<file path="src/include/jtpg_pkg.sv">
// Shared constants and types for the transmit test-pattern generator
package jtpg_pkg;
   // ---------------------------------------------------------------
   // Lane geometry
   // ---------------------------------------------------------------
   localparam int LANES_PER_LINK = 8;
   localparam int LINKS = 2;
   localparam int LANES = LANES_PER_LINK * LINKS;
   localparam int DATA_W = LANES * 8;

   // ---------------------------------------------------------------
   // Test selection and sample formats
   // ---------------------------------------------------------------
   typedef enum logic [2:0] {
      JTPG_SEL_NORMAL    = 3'h0,
      JTPG_SEL_TRANSPORT = 3'h1,
      JTPG_SEL_D215      = 3'h2,
      JTPG_SEL_K285      = 3'h3,
      JTPG_SEL_ILAS_REP  = 3'h4,
      JTPG_SEL_RPAT      = 3'h5
   } jtpg_sel_type;

   typedef enum logic [1:0] {
      JTPG_NP_8  = 2'h0,
      JTPG_NP_12 = 2'h1,
      JTPG_NP_16 = 2'h2
   } jtpg_np_type;

   // ---------------------------------------------------------------
   // Character and pattern values
   // ---------------------------------------------------------------
   localparam logic [7:0] D21_5 = 8'hB5;
   localparam logic [7:0] K28_5 = 8'hBC;
   localparam logic [7:0] SHORT8_BASE = 8'h00;
   localparam logic [7:0] SHORT8_TOP = 8'hFF;
   localparam logic [3:0] SHORT12_TOP = 4'hF;
   localparam logic [3:0] SHORT12_TAIL = 4'h0;
   localparam int SHORT12_OCTETS = 8;
   localparam int RPAT_LEN = 12;
   localparam logic [RPAT_LEN*8-1:0] RPAT_SEQ =
      96'hBE_D7_23_47_6B_8F_B3_14_5E_FB_35_59;
   localparam int LONG_EXTRA_FRAMES = 2;

   // ---------------------------------------------------------------
   // Reset values
   // ---------------------------------------------------------------
   localparam logic [7:0] FRAME_RST = 8'h00;
   localparam logic [4:0] OCTET_RST = 5'h00;
   localparam logic [3:0] RPAT_RST = 4'h0;
endpackage

</file>
<file path="src/hw/jtpg_buf2.sv">
// Two-entry valid/ready buffer for the lane data path
`timescale 1ns/1ps
`default_nettype none
module jtpg_buf2 #(
   parameter int WIDTH = 144
) (
   input wire logic clk,
   input wire logic rst,
   input wire logic in_valid,
   output logic in_ready,
   input wire logic [WIDTH-1:0] in_data,
   output logic out_valid,
   input wire logic out_ready,
   output logic [WIDTH-1:0] out_data
);
   logic [WIDTH-1:0] mem [0:1];
   logic rd_ptr;
   logic wr_ptr;
   logic [1:0] count;
   wire push = in_valid && in_ready;
   wire pop = out_valid && out_ready;

   assign in_ready = (count != 2'h2);
   assign out_valid = (count != 2'h0);
   assign out_data = mem[rd_ptr];

   always_ff @(posedge clk) begin
      if (rst) begin
         rd_ptr <= 1'b0;
         wr_ptr <= 1'b0;
         count <= 2'h0;
      end else begin
         if (push) begin
            wr_ptr <= ~wr_ptr;
         end
         if (pop) begin
            rd_ptr <= ~rd_ptr;
         end
         count <= 2'(count + {1'b0, push} - {1'b0, pop});
      end
   end

   // Storage needs no reset; valid is guarded by count
   always_ff @(posedge clk) begin
      if (push) begin
         mem[wr_ptr] <= in_data;
      end
   end
endmodule
`default_nettype wire

</file>
<file path="src/hw/jtpg_gen.sv">
// Transmit-side test-pattern generator: transport, character, alignment and RPAT
`timescale 1ns/1ps
`default_nettype none
// Notes on behaviour
// - 8/12-bit formats use the short pattern
// - 8-bit: lane k sends k, then FF-k
// - 12-bit: five samples F-i,i,1..5 plus tail
// - Only enabled low lanes carry transport patterns
// - 16-bit formats use long pattern, both links
// - Long length K*ceil((M*S+2)/K) frames
// - Frame 0 samples equal converter index plus one
// - Frame 1 samples equal sample index plus one
// - Later frames carry two to N-1
// - Walking control bit per frame, then zero
// - Long pattern starts after alignment, repeats until a sync request
// - Alternating mode sends continuous D21.5
// - Comma mode sends continuous K28.5
// - Repeated mode resends alignment instead of data
// - Sync request restarts code group sync, in repeated mode only
// - RPAT twelve-octet sequence per lane
// - Lane power follows link format only
module jtpg_gen (
   input wire logic CLK_SYS,
   input wire logic RST,
   input wire jtpg_pkg::jtpg_sel_type TEST_PATTERN_SELECT,
   input wire jtpg_pkg::jtpg_np_type SAMPLE_WIDTH_NP,
   input wire logic [3:0] LINK_FORMAT_LANES,
   input wire logic [4:0] SAMPLE_BITS_N,
   input wire logic [3:0] CONVERTERS_M,
   input wire logic [3:0] SAMPLES_S,
   input wire logic [5:0] MULTIFRAME_K,
   input wire logic [4:0] OCTETS_F,
   input wire logic CONTROL_BITS_EN,
   input wire logic SYNC_N,
   input wire logic ILAS_DONE,
   input wire logic [jtpg_pkg::DATA_W-1:0] IN_DATA,
   input wire logic [jtpg_pkg::LANES-1:0] IN_K,
   input wire logic IN_VALID,
   output logic IN_READY,
   output logic [jtpg_pkg::DATA_W-1:0] OUT_DATA,
   output logic [jtpg_pkg::LANES-1:0] OUT_K,
   output logic OUT_VALID,
   input wire logic OUT_READY,
   output logic [jtpg_pkg::LANES-1:0] LANE_POWER_EN,
   output logic LINK_ILAS_REPEAT,
   output logic LINK_CGS_REQ
);
   import jtpg_pkg::*;

   // ---------------------------------------------------------------
   // Helpers
   // ---------------------------------------------------------------
   function automatic logic [7:0] long_len(input logic [3:0] m, input logic [3:0] s,
                                           input logic [5:0] k);
      logic [8:0] base;
      logic [8:0] kk;
      base = 9'(m * s) + 9'(LONG_EXTRA_FRAMES);
      kk = (k == 6'h00) ? 9'h001 : {3'h0, k};
      long_len = 8'(((base + kk - 9'h001) / kk) * kk);
   endfunction

   // One octet of a long-pattern lane; samples packed MSB first, 16 bits each
   function automatic logic [7:0] long_octet(input int lane, input logic [4:0] p,
                                             input logic [7:0] frame);
      logic [8:0] g;
      logic [7:0] w;
      logic [3:0] cidx;
      logic [3:0] sidx;
      logic [15:0] val;
      logic [15:0] word;
      logic [15:0] ctl;
      g = 9'(lane * OCTETS_F) + {4'h0, p};
      w = g[8:1];
      cidx = (SAMPLES_S == 4'h0) ? 4'h0 : 4'(w / SAMPLES_S);
      sidx = (SAMPLES_S == 4'h0) ? 4'h0 : 4'(w % SAMPLES_S);
      if (frame == 8'h00) begin
         val = 16'(cidx) + 16'h0001;
      end else if (frame == 8'h01) begin
         val = 16'(sidx) + 16'h0001;
      end else begin
         val = 16'h0001 << (SAMPLE_BITS_N - 5'h01);
      end
      word = val << (5'h10 - SAMPLE_BITS_N);
      ctl = 16'h8000 >> SAMPLE_BITS_N;
      // Walking bit: word index equals frame index only below M*S
      if (CONTROL_BITS_EN && (frame < 8'(CONVERTERS_M * SAMPLES_S)) && (w == frame)) begin
         word = word | ctl;
      end
      long_octet = g[0] ? word[7:0] : word[15:8];
   endfunction

   function automatic logic [7:0] short12_octet(input int lane, input logic [4:0] p);
      logic [63:0] v;
      logic [3:0] i;
      i = 4'(lane);
      v = {SHORT12_TOP - i, i, 4'h1, SHORT12_TOP - i, i, 4'h2,
           SHORT12_TOP - i, i, 4'h3, SHORT12_TOP - i, i, 4'h4,
           SHORT12_TOP - i, i, 4'h5, SHORT12_TAIL};
      short12_octet = v[63 - 8*p[2:0] -: 8];
   endfunction

   // ---------------------------------------------------------------
   // Synchroniser for the receiver's request pin
   // ---------------------------------------------------------------
   logic sync_s1;
   logic sync_s2;
   always_ff @(posedge CLK_SYS) begin
      if (RST) begin
         sync_s1 <= 1'b1;
         sync_s2 <= 1'b1;
      end else begin
         sync_s1 <= SYNC_N;
         sync_s2 <= sync_s1;
      end
   end
   wire sync_req = ~sync_s2;

   // ---------------------------------------------------------------
   // Mode decode
   // ---------------------------------------------------------------
   wire mode_normal = (TEST_PATTERN_SELECT == JTPG_SEL_NORMAL);
   wire mode_tpl = (TEST_PATTERN_SELECT == JTPG_SEL_TRANSPORT);
   wire mode_d215 = (TEST_PATTERN_SELECT == JTPG_SEL_D215);
   wire mode_k285 = (TEST_PATTERN_SELECT == JTPG_SEL_K285);
   wire mode_ilas = (TEST_PATTERN_SELECT == JTPG_SEL_ILAS_REP);
   wire mode_rpat = (TEST_PATTERN_SELECT == JTPG_SEL_RPAT);
   wire np_short = (SAMPLE_WIDTH_NP != JTPG_NP_16);
   wire [7:0] pat_len = long_len(CONVERTERS_M, SAMPLES_S, MULTIFRAME_K);
   wire [4:0] frame_oct = np_short ? ((SAMPLE_WIDTH_NP == JTPG_NP_12) ?
                          5'(SHORT12_OCTETS) : 5'h01) : OCTETS_F;

   assign LINK_ILAS_REPEAT = mode_ilas;
   assign LINK_CGS_REQ = mode_ilas & sync_req;

   // ---------------------------------------------------------------
   // Pattern position
   // ---------------------------------------------------------------
   logic tpl_run;
   logic [7:0] frame;
   logic [4:0] octet;
   logic [3:0] rpat_pos;
   logic buf_in_ready;
   wire gen_push = !mode_normal && buf_in_ready;
   wire frame_end = (octet >= frame_oct - 5'h01);
   wire [7:0] frame_lim = np_short ? ((SAMPLE_WIDTH_NP == JTPG_NP_8) ? 8'h02 : 8'h01)
                          : pat_len;

   always_ff @(posedge CLK_SYS) begin
      if (RST || sync_req || !mode_tpl) begin
         tpl_run <= 1'b0;
      end else if (ILAS_DONE) begin
         tpl_run <= 1'b1;
      end
   end

   always_ff @(posedge CLK_SYS) begin
      if (RST || !tpl_run) begin
         frame <= FRAME_RST;
         octet <= OCTET_RST;
      end else if (gen_push) begin
         octet <= frame_end ? OCTET_RST : 5'(octet + 5'h01);
         if (frame_end) begin
            frame <= (frame >= frame_lim - 8'h01) ? FRAME_RST : 8'(frame + 8'h01);
         end
      end
   end

   always_ff @(posedge CLK_SYS) begin
      if (RST || !mode_rpat) begin
         rpat_pos <= RPAT_RST;
      end else if (gen_push) begin
         rpat_pos <= (rpat_pos == 4'(RPAT_LEN - 1)) ? RPAT_RST : 4'(rpat_pos + 4'h1);
      end
   end

   // ---------------------------------------------------------------
   // Lane data selection
   // ---------------------------------------------------------------
   logic [DATA_W-1:0] gen_data;
   logic [LANES-1:0] gen_k;
   logic [LANES-1:0] lane_on;
   wire [7:0] rpat_octet = RPAT_SEQ[RPAT_LEN*8-1 - 8*rpat_pos -: 8];

   always_comb begin
      int lane;
      lane = 0;
      gen_data = '0;
      gen_k = '0;
      lane_on = '0;
      for (int l = 0; l < LANES; l++) begin
         lane = l % LANES_PER_LINK;
         lane_on[l] = (4'(lane) < LINK_FORMAT_LANES);
         if (mode_normal) begin
            gen_data[8*l +: 8] = IN_DATA[8*l +: 8];
            gen_k[l] = IN_K[l];
         end else if (mode_d215) begin
            gen_data[8*l +: 8] = D21_5;
         end else if (mode_k285) begin
            gen_data[8*l +: 8] = K28_5;
            gen_k[l] = 1'b1;
         end else if (mode_rpat) begin
            gen_data[8*l +: 8] = rpat_octet;
         end else if (mode_tpl && tpl_run && lane_on[l]) begin
            if (SAMPLE_WIDTH_NP == JTPG_NP_8) begin
               gen_data[8*l +: 8] = (frame == 8'h00) ? SHORT8_BASE + 8'(lane)
                                    : SHORT8_TOP - 8'(lane);
            end else if (SAMPLE_WIDTH_NP == JTPG_NP_12) begin
               gen_data[8*l +: 8] = short12_octet(lane, octet);
            end else begin
               gen_data[8*l +: 8] = long_octet(lane, octet, frame);
            end
         end
      end
   end

   // Lane power follows the link format, never the test choice
   assign LANE_POWER_EN = lane_on;

   // ---------------------------------------------------------------
   // Output buffer
   // ---------------------------------------------------------------
   // One source at a time: the input is only accepted in normal mode
   wire buf_in_valid = mode_normal ? IN_VALID : 1'b1;
   assign IN_READY = mode_normal & buf_in_ready;

   logic [DATA_W+LANES-1:0] buf_out;
   jtpg_buf2 #(
      .WIDTH(DATA_W + LANES)
   ) u_buf (
      .clk(CLK_SYS),
      .rst(RST),
      .in_valid(buf_in_valid),
      .in_ready(buf_in_ready),
      .in_data({gen_k, gen_data}),
      .out_valid(OUT_VALID),
      .out_ready(OUT_READY),
      .out_data(buf_out)
   );
   assign OUT_DATA = buf_out[DATA_W-1:0];
   assign OUT_K = buf_out[DATA_W+LANES-1:DATA_W];
endmodule
`default_nettype wire

</file>
<file path="config.mk">
export PLATFORM = sky130hd
export DESIGN_NAME = jtpg_gen
export DESIGN_NICKNAME = d
export VERILOG_FILES = /design/src/include/jtpg_pkg.sv /design/src/hw/jtpg_buf2.sv /design/src/hw/jtpg_gen.sv
export SDC_FILE = /design/constraint.sdc
export NUM_CORES = 2
export LEC_CHECK = 0
export BUFFER_PORTS_ARGS = -buffer_cell sky130_fd_sc_hd__buf_2
export CAP_MARGIN = 15
export CORE_MARGIN = 2
export CORE_UTILIZATION = 60
export DETAILED_ROUTE_END_ITERATION = 6
export GPL_TIMING_DRIVEN = 1
export PLACE_DENSITY_LB_ADDON = 0.08
export SYNTH_ARGS = -nofsm -noshare
export SYNTH_HDL_FRONTEND = slang
export SYNTH_HIERARCHICAL = 1
export SYNTH_SLANG_ARGS = --single-unit
</file>
<file path="constraint.sdc">
create_clock -name CLK_SYS -period 37.2 [get_ports CLK_SYS]
set_clock_uncertainty 0.1 [all_clocks]
set_input_delay 11.16 -clock CLK_SYS [delete_from_list [all_inputs] [get_ports CLK_SYS]]
set_output_delay 11.16 -clock CLK_SYS [all_outputs]
set_load 0.02 [all_outputs]
</file>
==> impl_metrics.prom <==
# TYPE chip_impl_metric gauge
chip_impl_metric{name="cts_setup_buffers",unit=""} 0
chip_impl_metric{name="portBuffers",unit=""} 347
chip_impl_metric{name="coreArea",unit="um2"} 64200
chip_impl_info{name="crit_end",value="frame[6]"} 1
chip_impl_info{name="worst_r2r_startpoint",value="octet[2]"} 1
chip_impl_metric{name="crit_required",unit="ns"} 37.62
chip_impl_metric{name="die_area",unit="um2"} 66700
chip_impl_metric{name="setup_viol",unit=""} 0
chip_impl_metric{name="async_flop_share",unit=""} 0
chip_impl_metric{name="ant_nets",unit=""} 0
chip_impl_metric{name="global_route_wire_length_before_repair",unit="um"} 225000
chip_impl_metric{name="ctsHoldBuffers",unit=""} 0
chip_impl_metric{name="firstDrtPassIters",unit=""} 7
chip_impl_info{name="grt_setup_unrepaired",value="false"} 1
chip_impl_metric{name="irDropWorstVdd",unit="mV"} 0.160
chip_impl_metric{name="yosys.area_share.simple",unit=""} 0.201
chip_impl_metric{name="clock_buffer_count_from_cts",unit=""} 30
chip_impl_metric{name="dp_hpwl",unit="um"} 117000
chip_impl_metric{name="syn_to_final_growth",unit="%"} 9.31
chip_impl_metric{name="mappedNetlistArea",unit="um2"} 38800
chip_impl_metric{name="max_slew.worst_pin.slew",unit="ns"} 1.28
chip_impl_metric{name="synth-edff-count",unit=""} 288
chip_impl_metric{name="post-route-worst-setup-slack",unit="ns"} 4.24
chip_impl_info{name="worstReg2RegEnd",value="u_buf/mem[0][49]"} 1
chip_impl_metric{name="postSynthRegisterBits",unit=""} 313
chip_impl_metric{name="routed_wire_length_per_instance",unit="um"} 26.6
chip_impl_metric{name="r2r.worst_path.cells",unit=""} 70
chip_impl_metric{name="die-width",unit="um"} 258
chip_impl_metric{name="max_stage_delay",unit="ns"} 0.68
chip_impl_metric{name="met2_length",unit="um"} 65400
chip_impl_info{name="run_status",value="finished clean"} 1
chip_impl_info{name="endpoint_kind",value="flip-flop"} 1
chip_impl_metric{name="totalWireLength",unit="um"} 153000
chip_impl_metric{name="ios",unit=""} 348
chip_impl_metric{name="total_leakage_power",unit="uW"} 0.0187
chip_impl_info{name="clk_root_buf",value="clkbuf_16"} 1
chip_impl_metric{name="portion_of_the_post_synthesis_area_used_by_sequential_elements",unit=""} 0.236
chip_impl_metric{name="syn-mean-instance-area",unit="um2"} 8.45
chip_impl_metric{name="fmax",unit="GHz"} 0.0303
chip_impl_metric{name="globalRouteTotalUtil",unit=""} 0.441
chip_impl_metric{name="post-place-ws",unit="ns"} 3.85
chip_impl_metric{name="initial_utilization",unit=""} 0.604
chip_impl_metric{name="m1_wire_length",unit="um"} 59500
chip_impl_info{name="timing.setup.critical_path_class",value="in2reg"} 1
chip_impl_info{name="startpoint",value="SAMPLES_S[3]"} 1
chip_impl_metric{name="synth_xor_area_frac",unit=""} 0.0420
chip_impl_metric{name="htree_num_levels",unit=""} 1
chip_impl_info{name="postSynth.topFlopCell",value="edfxtp_1"} 1
chip_impl_metric{name="share_of_the_synthesized_area_in_the_top_cell_type",unit=""} 0.223
chip_impl_info{name="yosys-top-cells-area",value="edfxtp_1 (22%), ha_1 (12%), nand2_1 (4.7%), mux2_2 (4.0%), nor2_1 (3.8%)"} 1
chip_impl_info{name="cts_tree",value="done"} 1
chip_impl_metric{name="clkLatencyLatePin",unit="ns"} 0.58
chip_impl_metric{name="min_period",unit="ns"} 32.96
chip_impl_metric{name="synth-adder-area-share",unit=""} 0.150
chip_impl_metric{name="clkTransAtPathRegs",unit="ns"} 0.07
chip_impl_metric{name="critical_path.max_fanout",unit=""} 29
chip_impl_metric{name="synth.mux.area_fraction",unit=""} 0.0867
chip_impl_metric{name="clock_tree_buf_depth",unit=""} 3
chip_impl_metric{name="route.vias.total",unit=""} 39500
chip_impl_metric{name="place_congestion",unit=""} 1.09
chip_impl_info{name="synth_area_leader_cell",value="edfxtp_1"} 1
chip_impl_metric{name="chipHeight",unit="um"} 258
chip_impl_metric{name="grt_antenna_before_repair",unit=""} 13
chip_impl_metric{name="ys_warn_count",unit=""} 6
chip_impl_metric{name="fin_crit_sh",unit=""} 0.886
chip_impl_metric{name="pin_count_of_the_biggest_net_entering_global_routing",unit=""} 86
chip_impl_metric{name="final.setup.tns",unit="ns"} 0
chip_impl_info{name="critical_path.most_common_cell",value="o21a_1"} 1
chip_impl_metric{name="report.final.slew_viol_count",unit=""} 0
chip_impl_metric{name="crit_arrival",unit="ns"} 33.38
chip_impl_info{name="critical-path-slowest-cell",value="nor2_1"} 1
chip_impl_metric{name="remaining_drc_errors",unit=""} 0
chip_impl_metric{name="synthesized_area_fraction_occupied_by_ao_oa_aoi_and_oai_cells",unit=""} 0.239
chip_impl_metric{name="nNetsFinal",unit=""} 5473
chip_impl_metric{name="power-per-cell-area",unit="nW/um2"} 101
chip_impl_metric{name="cts-resized-gates",unit=""} 0
chip_impl_info{name="worst_setup_path_start_kind",value="primary input"} 1
chip_impl_info{name="hold_path_class",value="reg2reg"} 1
chip_impl_metric{name="route.detailed.vias_per_inst",unit=""} 6.88
chip_impl_metric{name="drtIter0Drc",unit=""} 5698
chip_impl_metric{name="r2r_setup_slk",unit="ns"} 18.27
chip_impl_metric{name="hold_slack",unit="ns"} 0.330
chip_impl_metric{name="routed-wl-met3",unit="um"} 19000
chip_impl_metric{name="synth_cell_types",unit=""} 129
chip_impl_metric{name="max_slew_margin",unit=""} 0.138
chip_impl_metric{name="gr-total-overflow",unit=""} 0
chip_impl_metric{name="drive_above_1_share",unit=""} 0.166
chip_impl_metric{name="netlist_instances",unit=""} 4594
chip_impl_metric{name="fp-row-count",unit=""} 93
chip_impl_metric{name="cts.sink_count",unit=""} 313
chip_impl_metric{name="timing_hold_violations_final",unit=""} 0
chip_impl_info{name="top_signal_layer_used",value="met5"} 1
chip_impl_metric{name="cap_violations",unit=""} 0
chip_impl_metric{name="via_count_of_the_first_global_routing_pass",unit=""} 36700
chip_impl_info{name="combinational_family_with_the_most_area_after_synthesis",value="compound AO/OA/AOI/OAI gates"} 1
cell type report:
| cell class | instances | area (um2) |
|---|---|---|
| Fill cell | 5430 | 21800 |
| Multi-Input combinational cell | 3866 | 28000 |
| Tap cell | 855 | 1070 |
| Sequential cell | 313 | 9150 |
| Timing Repair Buffer | 436 | 2410 |
| Inverter | 210 | 788 |
| Clock inverter | 16 | 164 |
| Clock buffer | 37 | 817 |
| Antenna cell | 8 | 20.0 |
layout by cell type (no fill, tap or decap), drive strengths merged, types with 75 or more instances in the layout:
cell type	instances
nand2	482
mux2	202
xnor2	120
nor2	395
nor3	188
inv	210
mux2i	75
buf	436
o21ai	260
ha	379
edfxtp	288
a21oi	293
nand3	126
a21o	141
o21a	130
worst min-delay path by stage:
stage               startpoint      end  slack [ns]  depth (start not counted)
global placement       sync_s1  sync_s2        0.29                          1
global route           sync_s1  sync_s2        0.36                          1
finish                 sync_s1  sync_s2        0.33                          1
detailed placement     sync_s1  sync_s2        0.31                          1
floorplan              sync_s1  sync_s2        0.29                          1
CTS                    sync_s1  sync_s2        0.33                          1
metrics by stage:
step | util | instances | cell area [um2] | power (uW)
floorplan | - | 4606 | 38900 | 3140
global placement | 0.644 | 5677 | 41400 | 3800
detailed placement | 0.644 | 5677 | 41400 | 3880
global route | 0.660 | 5740 | 42400 | 4610
CTS | 0.660 | 5730 | 42400 | 4210
finish | 0.660 | 5741 | 42400 | 4290
critical path, delay by kind of cell:
family          cells  cell delay (ns)
compound gates     41             8.34
simple gates       24             4.46
buf+inv             4             0.54
mux                 2             0.73
xor+xnor            8             1.29
fa+ha+maj          18             6.79
synth_stat cells (17+ instances only):
master and n:
mux2i_1 73, edfxtp_1 288, nand2_1 481, nor2_1 393, and2_1 58, or2_2 35
buf_2 22, mux2_2 139, a211o_1 22, o21ai_0 242, dfxtp_1 25, a21oi_1 288
clkbuf_1 154, ha_1 379, fa_1 53, a21o_1 140, a211oi_1 55, mux2_4 62
o21a_1 130, nor3_1 184, xor2_1 66, o221ai_1 32, and3_1 40, nor4_1 25
nand2b_1 54, o31ai_1 40, a221oi_1 31, a31oi_1 39, buf_4 19, inv_1 209
a22oi_1 17, or3_1 29, nor2b_1 38, xnor2_1 120, o22ai_1 21, or4_1 17
nand4_1 24, o211ai_1 48, nand3_1 126, o21bai_1 17
flip-flops by register name (all words and copies together) (netlist names), named ones only:
signal / cells
u_buf/wr_ptr: 1
u_buf/rd_ptr: 1
frame: 8
tpl_run: 1
sync_s1: 1
u_buf/mem: 288
rpat_pos: 4
octet: 5
u_buf/count: 2
sync_s2: 1
cells by family after synthesis:
| group | count (synthesis) |
|---|---|
| and+or+nand+nor | 1607 |
| AOI/OAI and AO/OA | 1347 |
| adders and majority gates | 432 |
| buffers and inverters | 427 |
| DFF | 313 |
| muxes | 281 |
| xor gates and xnor gates | 186 |
| other | 1 |
where the power goes:
| group | switching, uW | internal, uW |
|---|---|---|
| registers | 39.0 | 527 |
| clock network | 137 | 170 |
| logic | 2050 | 1370 |
| total | 2230 | 2060 |
routing by layer:
metal	vias up	track usage
met5	-	0
met4	10	0.216
met3	547	0.118
met2	2590	0.671
met1	18600	0.581
li1	17700	-
Note: power is estimated with default switching activity, not from simulation.
